==> src/design/rxesb_pkg.sv <==
// shared constants and types for the receive elastic slip buffer
package rxesb_pkg;

    typedef enum logic [1:0] {
        RXESB_SZ_TWO = 2'b00,
        RXESB_SZ_ONE = 2'b01,
        RXESB_SZ_SHORT = 2'b10,
        RXESB_SZ_BYPASS = 2'b11
    } rxesb_size_e;

    // buffer depths in bits
    localparam logic [8:0] RXESB_BITS_TWO = 9'd386;
    localparam logic [8:0] RXESB_BITS_ONE = 9'd193;
    localparam logic [8:0] RXESB_BITS_SHORT = 9'd96;
    localparam int RXESB_MAX_BITS = 386;
    localparam int RXESB_PTR_W = 9;

    // frame geometry
    localparam int RXESB_LINE_CHANS = 24;
    localparam int RXESB_SYS_SLOTS = 32;
    localparam logic [4:0] RXESB_FS_SLOT = 5'd0;
    localparam logic [4:0] RXESB_CHAN_NONE = 5'd25;
    localparam logic [4:0] RXESB_CHAN_FS = 5'd0;
    localparam logic [4:0] RXESB_LAST_EQUIP_M1 = 5'd24;
    localparam logic [7:0] RXESB_UNEQUIPPED = 8'hFF;
    localparam logic [2:0] RXESB_FS_BIT = 3'h0;
    localparam int RXESB_SLIP_LIMIT = 8;

    // register byte offsets
    localparam logic [7:0] RXESB_REG_CTRL = 8'h00;
    localparam logic [7:0] RXESB_REG_OFS_LOW = 8'h04;
    localparam logic [7:0] RXESB_REG_OFS_HIGH = 8'h08;
    localparam logic [7:0] RXESB_REG_INT_STATUS = 8'h0C;
    localparam logic [7:0] RXESB_REG_INT_MASK = 8'h10;
    localparam logic [7:0] RXESB_REG_PTR_STATUS = 8'h14;
    localparam logic [7:0] RXESB_REG_SLIP_COUNT = 8'h18;

    // field positions
    localparam int RXESB_CTRL_SIZE_LSB = 0;
    localparam int RXESB_CTRL_CTM_BIT = 2;
    localparam int RXESB_CTRL_SYNC_OUT_BIT = 3;
    localparam int RXESB_INT_POS_BIT = 0;
    localparam int RXESB_INT_NEG_BIT = 1;
    localparam int RXESB_PTR_RD_LSB = 16;

    // reset values
    localparam logic [3:0] RXESB_CTRL_RST = 4'h0;
    localparam logic [7:0] RXESB_OFS_LOW_RST = 8'h00;
    localparam logic [1:0] RXESB_OFS_HIGH_RST = 2'h0;
    localparam logic [1:0] RXESB_INT_MASK_RST = 2'h3;

endpackage : rxesb_pkg

==> src/design/rxesb_top.sv <==
// receive elastic slip buffer with apb registers and slot translation
`timescale 1ns/1ps
module rxesb_top #(
    parameter int SLIP_LIMIT = rxesb_pkg::RXESB_SLIP_LIMIT
) (
    input wire logic MCLK,                    // block clock, 100 MHz
    input wire logic SYS_RST,                 // async reset, high
    input wire logic PSEL,                    // apb select
    input wire logic PENABLE,                 // apb access phase
    input wire logic PWRITE,                  // apb direction
    input wire logic [7:0] PADDR,             // apb byte address
    input wire logic [31:0] PWDATA,           // apb write data
    output logic [31:0] PRDATA,               // apb read data
    output logic PREADY,                      // apb ready
    output logic PSLVERR,                     // apb error, unmapped address
    input wire logic RX_ROUTE_CLK,            // recovered line clock
    input wire logic RX_LINE_DATA,            // unipolar line data
    input wire logic RX_SYSTEM_CLOCK,         // system highway clock
    input wire logic RX_FRAME_SYNC_PULSE_I,   // sync pin level in
    output logic RX_FRAME_SYNC_PULSE_O,       // sync pin level out
    output logic RX_FRAME_SYNC_PULSE_OE,      // sync pin driven
    output logic RX_DATA_OUT,                 // serial system data
    output logic RX_SLIP_IRQ                  // level interrupt
);
    import rxesb_pkg::*;

    if (SLIP_LIMIT < 1 || SLIP_LIMIT >= 48) begin : g_bad_limit
        $error("rxesb_top: slip limit must lie in 1..47");
    end

    function automatic logic [8:0] size_bits(input logic [1:0] sel);
        unique case (rxesb_size_e'(sel))
            RXESB_SZ_TWO: size_bits = RXESB_BITS_TWO;
            RXESB_SZ_ONE: size_bits = RXESB_BITS_ONE;
            RXESB_SZ_SHORT: size_bits = RXESB_BITS_SHORT;
            RXESB_SZ_BYPASS: size_bits = RXESB_BITS_SHORT;
        endcase
    endfunction : size_bits

    function automatic logic [8:0] ptr_step(input logic [8:0] p, input logic [8:0] size);
        ptr_step = (p >= size - 9'd1) ? 9'd0 : p + 9'd1;
    endfunction : ptr_step

    // distance from b forward to a around the ring
    function automatic logic [8:0] ptr_dist(input logic [8:0] a, input logic [8:0] b,
                                            input logic [8:0] size);
        ptr_dist = (a >= b) ? a - b : a + size - b;
    endfunction : ptr_dist

    // line channel carried by a system slot, 0 = framing bit
    function automatic logic [4:0] chan_of_slot(input logic [4:0] slot, input logic ctm);
        logic [4:0] c;
        c = RXESB_CHAN_NONE;
        if (slot == RXESB_FS_SLOT) begin
            c = RXESB_CHAN_FS;
        end else if (ctm) begin
            if (slot <= RXESB_LAST_EQUIP_M1) begin
                c = slot;
            end
        end else if (slot[1:0] != 2'b00) begin
            c = slot - {2'b00, slot[4:2]};
        end
        chan_of_slot = c;
    endfunction : chan_of_slot

    // inputs from outside the clock domain
    logic [3:0] pin_lvl;
    logic [3:0] pin_rise;
    logic route_rise;
    logic line_bit;
    logic sys_rise;
    logic sync_rise;

    rxesb_sync #(.W(4)) u_sync (
        .clk(MCLK),
        .rst(SYS_RST),
        .din({RX_FRAME_SYNC_PULSE_I, RX_SYSTEM_CLOCK, RX_LINE_DATA, RX_ROUTE_CLK}),
        .dout(pin_lvl),
        .rise(pin_rise)
    );

    assign route_rise = pin_rise[0];
    assign line_bit = pin_lvl[1];
    assign sys_rise = pin_rise[2];
    assign sync_rise = pin_rise[3];

    // register state
    logic [3:0] ctrl_q;
    logic [7:0] ofs_low_q;
    logic [1:0] ofs_high_q;
    logic [1:0] int_status_q;
    logic [1:0] int_mask_q;
    logic [7:0] pos_count_q;
    logic [7:0] neg_count_q;
    logic pready_q;
    logic pslverr_q;
    logic [31:0] prdata_q;
    logic irq_q;

    logic [1:0] size_sel;
    logic bypass;
    logic ctm;
    logic sync_out;
    logic [8:0] buf_size;
    logic [8:0] half;

    assign size_sel = ctrl_q[RXESB_CTRL_SIZE_LSB +: 2];
    assign bypass = (rxesb_size_e'(size_sel) == RXESB_SZ_BYPASS);
    assign ctm = ctrl_q[RXESB_CTRL_CTM_BIT];
    assign sync_out = ctrl_q[RXESB_CTRL_SYNC_OUT_BIT];
    assign buf_size = size_bits(size_sel);
    assign half = buf_size >> 1;

    // apb decode
    logic setup;
    logic wr_en;
    logic mapped;

    assign setup = PSEL && !PENABLE;
    assign wr_en = PSEL && PENABLE && PWRITE && pready_q && !pslverr_q;
    assign mapped = (PADDR == RXESB_REG_CTRL) || (PADDR == RXESB_REG_OFS_LOW)
                 || (PADDR == RXESB_REG_OFS_HIGH) || (PADDR == RXESB_REG_INT_STATUS)
                 || (PADDR == RXESB_REG_INT_MASK) || (PADDR == RXESB_REG_PTR_STATUS)
                 || (PADDR == RXESB_REG_SLIP_COUNT);

    // buffer pointers
    logic [8:0] wr_ptr_q;
    logic [8:0] rd_ptr_q;
    logic [1:0] size_prev_q;
    logic mem_bit;
    logic [8:0] rd_next;
    logic [8:0] gap;
    logic slip_pos;
    logic slip_neg;

    // read side timing
    logic [7:0] sys_bit_q;
    logic [7:0] sys_bit_d;
    logic [4:0] chan;
    logic consume;
    logic data_q;
    logic sync_o_q;
    logic sync_out_q;

    always_comb begin
        sys_bit_d = sys_bit_q + 8'd1;
        // frame start from sync and offset
        if (sync_rise && !sync_out) begin
            sys_bit_d = ofs_low_q;
        end
    end

    assign chan = chan_of_slot(sys_bit_d[7:3], ctm);
    // framing bit in slot 0, channels only in slots that chan_of_slot maps
    assign consume = !bypass && sys_rise && (chan != RXESB_CHAN_NONE)
                  && ((chan != RXESB_CHAN_FS) || (sys_bit_d[2:0] == RXESB_FS_BIT));
    assign rd_next = ptr_step(rd_ptr_q, buf_size);
    assign gap = ptr_dist(wr_ptr_q, rd_next, buf_size);
    // slip window, never in bypass or mid-resize
    assign slip_pos = consume && (size_prev_q == size_sel) && (gap < 9'(SLIP_LIMIT));
    assign slip_neg = consume && (size_prev_q == size_sel) && (gap > buf_size - 9'(SLIP_LIMIT));

    rxesb_mem #(.DEPTH(RXESB_MAX_BITS), .AW(RXESB_PTR_W)) u_mem (
        .clk(MCLK),
        .we(route_rise && !bypass),
        .waddr(wr_ptr_q),
        .wdata(line_bit),
        .raddr(rd_ptr_q),
        .rdata(mem_bit)
    );

    always_ff @(posedge MCLK or posedge SYS_RST) begin
        if (SYS_RST) begin
            size_prev_q <= RXESB_CTRL_RST[1:0];
            wr_ptr_q <= '0;
        end else begin
            size_prev_q <= size_sel;
            if (size_prev_q != size_sel) begin
                wr_ptr_q <= '0;
            end else if (route_rise && !bypass) begin
                wr_ptr_q <= ptr_step(wr_ptr_q, buf_size);
            end
        end
    end

    always_ff @(posedge MCLK or posedge SYS_RST) begin
        if (SYS_RST) begin
            rd_ptr_q <= '0;
        end else if (size_prev_q != size_sel) begin
            rd_ptr_q <= buf_size - half;
        end else if (slip_pos || slip_neg) begin
            // jump to half a buffer behind write
            rd_ptr_q <= ptr_dist(wr_ptr_q, half, buf_size);
        end else if (consume) begin
            rd_ptr_q <= rd_next;
        end
    end

    // system bit counter, sync ignored in bypass
    always_ff @(posedge MCLK or posedge SYS_RST) begin
        if (SYS_RST) begin
            sys_bit_q <= '0;
        end else if (sys_rise && !bypass) begin
            sys_bit_q <= sys_bit_d;
        end
    end

    // sync as output when software selects it
    always_ff @(posedge MCLK or posedge SYS_RST) begin
        if (SYS_RST) begin
            sync_o_q <= 1'b0;
        end else if (sys_rise && !bypass) begin
            sync_o_q <= (sys_bit_d == 8'h00);
        end else if (bypass) begin
            sync_o_q <= 1'b0;
        end
    end

    always_ff @(posedge MCLK or posedge SYS_RST) begin
        if (SYS_RST) begin
            data_q <= 1'b1;
        end else if (bypass) begin
            if (route_rise) begin
                data_q <= line_bit;
            end
        end else if (sys_rise) begin
            // unequipped slots and framing padding read ones
            if (consume) begin
                data_q <= mem_bit;
            end else begin
                data_q <= RXESB_UNEQUIPPED[sys_bit_d[2:0]];
            end
        end
    end

    // sticky flags, set beats write-one clear
    always_ff @(posedge MCLK or posedge SYS_RST) begin
        if (SYS_RST) begin
            int_status_q <= '0;
        end else begin
            int_status_q <= (int_status_q
                             & ~((wr_en && PADDR == RXESB_REG_INT_STATUS) ? PWDATA[1:0] : 2'b00))
                          | {slip_neg, slip_pos};
        end
    end

    always_ff @(posedge MCLK or posedge SYS_RST) begin
        if (SYS_RST) begin
            pos_count_q <= '0;
            neg_count_q <= '0;
        end else begin
            if (slip_pos) begin
                pos_count_q <= pos_count_q + 8'd1;
            end
            if (slip_neg) begin
                neg_count_q <= neg_count_q + 8'd1;
            end
        end
    end

    always_ff @(posedge MCLK or posedge SYS_RST) begin
        if (SYS_RST) begin
            irq_q <= 1'b0;
        end else begin
            irq_q <= |(int_status_q & ~int_mask_q);
        end
    end

    // software-written control
    always_ff @(posedge MCLK or posedge SYS_RST) begin
        if (SYS_RST) begin
            ctrl_q <= RXESB_CTRL_RST;
            ofs_low_q <= RXESB_OFS_LOW_RST;
            ofs_high_q <= RXESB_OFS_HIGH_RST;
            int_mask_q <= RXESB_INT_MASK_RST;
        end else if (wr_en) begin
            if (PADDR == RXESB_REG_CTRL) begin
                ctrl_q <= PWDATA[3:0];
            end
            if (PADDR == RXESB_REG_OFS_LOW && !bypass) begin
                ofs_low_q <= PWDATA[7:0];
            end
            if (PADDR == RXESB_REG_OFS_HIGH && !bypass) begin
                ofs_high_q <= PWDATA[1:0];
            end
            if (PADDR == RXESB_REG_INT_MASK) begin
                int_mask_q <= PWDATA[1:0];
            end
        end
    end

    // apb answer: ready in the first access cycle
    always_ff @(posedge MCLK or posedge SYS_RST) begin
        if (SYS_RST) begin
            pready_q <= 1'b0;
            pslverr_q <= 1'b0;
            prdata_q <= '0;
        end else begin
            pready_q <= setup;
            pslverr_q <= setup && !mapped;
            if (setup && !PWRITE) begin
                prdata_q <= '0;
                unique case (PADDR)
                    RXESB_REG_CTRL: prdata_q[3:0] <= ctrl_q;
                    RXESB_REG_OFS_LOW: prdata_q[7:0] <= ofs_low_q;
                    RXESB_REG_OFS_HIGH: prdata_q[1:0] <= ofs_high_q;
                    RXESB_REG_INT_STATUS: prdata_q[1:0] <= int_status_q;
                    RXESB_REG_INT_MASK: prdata_q[1:0] <= int_mask_q;
                    RXESB_REG_PTR_STATUS: begin
                        prdata_q[8:0] <= wr_ptr_q;
                        prdata_q[RXESB_PTR_RD_LSB +: 9] <= rd_ptr_q;
                    end
                    RXESB_REG_SLIP_COUNT: prdata_q[15:0] <= {neg_count_q, pos_count_q};
                    default: prdata_q <= '0;
                endcase
            end
        end
    end

    assign PRDATA = prdata_q;
    assign PREADY = pready_q;
    assign PSLVERR = pslverr_q;
    assign RX_DATA_OUT = data_q;
    assign RX_SLIP_IRQ = irq_q;
    assign RX_FRAME_SYNC_PULSE_O = sync_o_q;
    assign RX_FRAME_SYNC_PULSE_OE = sync_out_q;

    always_ff @(posedge MCLK or posedge SYS_RST) begin
        if (SYS_RST) begin
            sync_out_q <= 1'b0;
        end else begin
            sync_out_q <= sync_out;
        end
    end
endmodule : rxesb_top

==> src/design/rxesb_sync.sv <==
// two-stage synchroniser with rising-edge detect for outside inputs
`timescale 1ns/1ps
module rxesb_sync #(
    parameter int W = 1
) (
    input wire logic clk,           // block clock
    input wire logic rst,           // async reset, high
    input wire logic [W-1:0] din,   // asynchronous inputs
    output logic [W-1:0] dout,      // synchronised level
    output logic [W-1:0] rise       // one-cycle rising edge
);
    logic [W-1:0] meta_q;
    logic [W-1:0] sync_q;
    logic [W-1:0] prev_q;

    always_ff @(posedge clk or posedge rst) begin
        if (rst) begin
            meta_q <= '0;
            sync_q <= '0;
            prev_q <= '0;
        end else begin
            meta_q <= din;
            sync_q <= meta_q;
            prev_q <= sync_q;
        end
    end

    assign dout = sync_q;
    assign rise = sync_q & ~prev_q;
endmodule : rxesb_sync

==> src/design/rxesb_mem.sv <==
// circular bit store with one write port and one combinational read port
`timescale 1ns/1ps
module rxesb_mem #(
    parameter int DEPTH = 386,
    parameter int AW = 9
) (
    input wire logic clk,             // block clock
    input wire logic we,              // write strobe
    input wire logic [AW-1:0] waddr,  // write bit position
    input wire logic wdata,           // bit written
    input wire logic [AW-1:0] raddr,  // read bit position
    output logic rdata                // bit read
);
    logic store [DEPTH];

    if (DEPTH > (1 << AW)) begin : g_bad_depth
        $error("rxesb_mem: depth does not fit address width");
    end

    always_ff @(posedge clk) begin
        if (we) begin
            store[waddr] <= wdata;
        end
    end

    assign rdata = store[raddr];
endmodule : rxesb_mem

==> config.mk <==
export PLATFORM = sky130hd
export DESIGN_NAME = rxesb_top
export DESIGN_NICKNAME = d
export VERILOG_FILES = /design/src/design/rxesb_pkg.sv /design/src/design/rxesb_top.sv /design/src/design/rxesb_sync.sv /design/src/design/rxesb_mem.sv
export SDC_FILE = /design/constraint.sdc
export NUM_CORES = 1
export LEC_CHECK = 0
export BUFFER_PORTS_ARGS = -buffer_cell sky130_fd_sc_hd__buf_2
export CAP_MARGIN = 20
export CORE_MARGIN = 2
export CORE_UTILIZATION = 60
export CTS_BUF_LIST = sky130_fd_sc_hd__clkbuf_16
export DETAILED_ROUTE_END_ITERATION = 12
export GPL_ROUTABILITY_DRIVEN = 0
export PLACE_DENSITY = 0.78
export SYNTH_ARGS = -nofsm -noshare
export SYNTH_HDL_FRONTEND = slang
export SYNTH_HIERARCHICAL = 1
export SYNTH_SLANG_ARGS = --single-unit
export TNS_END_PERCENT = 50
==> constraint.sdc <==
create_clock -name MCLK -period 6.8 [get_ports MCLK]
set_input_delay 2.04 -clock MCLK [delete_from_list [all_inputs] [get_ports MCLK]]
set_output_delay 2.04 -clock MCLK [all_outputs]
set_load 0.03 [all_outputs]
==> metrics.yaml <==
run_status:
  status: "complete, no violations"
grt:
  grt_start_max_net_pins: 327
  grt_pass1_wl_mm: 94.2
  grt_pass1_vias: 17000
  overflow: 0
  antenna_found_initial: 0
  track_usage: 0.293
critical_path:
  reg2reg_slack_ns: 0.43
  required_ns: 7.27
  end_kind: "register"
  crit_arrival_ns: 6.85
  cp_max_fo: 10
  critical_path_class: "register to register"
  worstSetupStartpointType: "register"
logic_synthesis:
  synth_warnings: 6
  avgSynthCellArea_um2: 12.0
  syn_inst: 2038
  synth_area_um2: 24500
power_and_ir_drop:
  seqPwrFrac: 0.366
  power.density_nw_per_um2: 352
  pwr-share-clk: 0.263
  netSwitchingFraction: 0.352
  p_leak_nw: 9.30
  switchingPower_mw: 3.32
  p_comb_frac: 0.370
  p_int_mw: 6.11
  ir_drop_mv: 0.283
placement:
  port_buffers: 55
  dp_hpwl_mm: 36.8
floorplan:
  rows: 74
  io_pins: 87
  coreArea_um2: 40600
  die_x_um: 206
  initial_utilization: 0.604
  dieArea_um2: 42500
  die_h_um: 206
sta:
  fmax_mhz: 157
  rsz0062_at_grt: "no"
  maxSlewHeadroom: 0.156
  finalCritPeriodShare: 0.937
  skew_ns: 0.0139
  setup_viol_count_final: 0
  worst_pin_slew_ns: 1.27
  drv_slew: 0
  hold_viol_final: 0
  final.setup.tns_ns: 0
  finalCriticalPeriod_ns: 6.37
drt:
  wl_per_cell_um: 23.3
  totalWireLength_mm: 61.2
  vias: 17100
  drt_iter0_markers: 2440
  postRouteAntennaNets: 0
  drc: 0
  first_pass_iters: 7
  viasPerCell: 6.51
clock_tree:
  clock-root-buffer: "clkbuf_16"
  cts_tree: "built"
  clkTransAtPathRegs_ns: 0.06
  post_cts.repair.setup_buffers: 0
  clock_latency_ns: 0.58
  cts_sinks: 490
  cts_inserted_buffers: 50
  h-tree-depth: 2
  clockBufferDepth: 3
finish:
  syn2layout_area_growth_pct: 9.11
  nets: 2167
  drive_gt1_frac: 0.151
  n_antenna_cell: 0
  postLayoutCoreUtil: 0.659
flow_run:
  maxCapViolations: 0
hold_path:
  holdCritPathClass: "register to register"
==> path summary, 6_finish.rpt <==
| kind | startpoint | end | cells past startpoint |
|---|---|---|---|
| max in group asynchronous | SYS_RST | rd_ptr_q[0] | 3 |
| max reg2reg | ctrl_q[0] | rd_ptr_q[7] | 23 |
| min reg2reg | u_sync/meta_q[2] | u_sync/dout[2] | 0 |
| max | ctrl_q[0] | rd_ptr_q[7] | 23 |
| min | u_sync/meta_q[2] | u_sync/dout[2] | 0 |
| min in group asynchronous | SYS_RST | u_sync/dout[1] | 2 |
==> routing by layer <==
layer,part of all wire,vias up,global-route usage
met3,0.098,153,0.0531
met1,0.38,8498,0.387
met4,0.035,0,0.112
met5,0,-,0
met2,0.49,943,0.487
li1,-,7505,-
==> critical path, stage by stage, from the launching register on <==
cell and delay [ns]:
dfrtp_1 0.57, nand2_1 0.26, inv_1 0.20, ha_1 0.35, nand2_1 0.15, o211ai_1 0.18
nor3b_1 0.18, or3b_2 0.55, ha_1 0.25, or4_1 0.53, o22ai_1 0.18, xnor2_1 0.17
xnor3_1 0.29, nor2_1 0.06, a31o_2 0.22, ha_1 0.29, nand4_1 0.15, nor2_1 0.14
and3_1 0.16, a31oi_1 0.09, mux2i_1 0.41, o21ai_2 0.23, mux2_2 0.34, a222oi_1 0.29
==> flip-flops by register name, indices dropped and copies added (netlist names) <==
| register | cells |
|---|---|
| u_sync/meta_q | 4 |
| sys_bit_q | 8 |
| u_mem/store | 386 |
| ofs_low_q | 8 |
| ctrl_q | 4 |
| RX_DATA_OUT | 1 |
| rd_ptr_q | 9 |
| neg_count_q | 8 |
| ofs_high_q | 2 |
| RX_SLIP_IRQ | 1 |
| RX_FRAME_SYNC_PULSE_OE | 1 |
| PREADY | 1 |
| u_sync/dout | 4 |
| size_prev_q | 2 |
| PSLVERR | 1 |
| int_status_q | 2 |
| PRDATA | 25 |
| u_sync/prev_q | 3 |
| pos_count_q | 8 |
| int_mask_q | 2 |
| wr_ptr_q | 9 |
| RX_FRAME_SYNC_PULSE_O | 1 |
==> timing repair <==
item / in CTS / in global routing
hold buffers: 0 / 0
endpoints found under the setup margin: 0 / 7
gates resized for setup: 0 / 3
==> power groups by stage <==
stage | Combinational, mW | Sequential (mW) | Clock (mW)
after global placement | 3.31 | 3.50 | 0
after global routing | 3.77 | 3.46 | 2.62
after detailed placement | 3.39 | 3.50 | 0
after floorplan | 2.52 | 3.54 | 0
final | 3.49 | 3.45 | 2.48
after CTS | 3.42 | 3.45 | 2.51
==> cells in the final DEF (no fill, tap or decap), drive strengths merged, types with 13 or more instances in the layout <==
cell / n
nor2: 457
nor3: 26
buf: 104
xor2: 20
clkinv: 23
ha: 58
mux4: 86
nand4: 16
mux2i: 51
a31oi: 26
xnor2: 38
dfrtp: 101
o221ai: 17
o21ai: 57
a21oi: 48
mux2: 30
nand2: 150
nor2b: 19
o22ai: 15
edfxtp: 386
and3: 13
nand2b: 17
nand3: 41
inv: 61
clkbuf: 51
==> stage by stage <==
stage	instance area [um2]	std cells	hold WS (ns)	worst slack, ns	total power, mW
2_1_floorplan	24500	2044	0.331	0.873	6.06
3_3_place_gp	25200	2535	0.332	0.593	6.81
3_5_place_dp	25200	2535	0.336	0.486	6.90
4_1_cts	26700	2624	0.349	0.416	9.38
5_1_grt	26700	2626	0.353	0.125	9.85
6_report	26700	2626	0.349	0.426	9.42
==> cell type report <==
| class | instances | area (um2) |
|---|---|---|
| Multi-Input combinational cell | 1364 | 9540 |
| Timing Repair Buffer | 104 | 682 |
| Fill cell | 2917 | 13800 |
| Clock buffer | 51 | 1280 |
| Clock inverter | 38 | 185 |
| Tap cell | 532 | 666 |
| Inverter | 47 | 178 |
| Sequential cell | 490 | 14200 |
No activity file was read; power rests on OpenSTA's default activity.
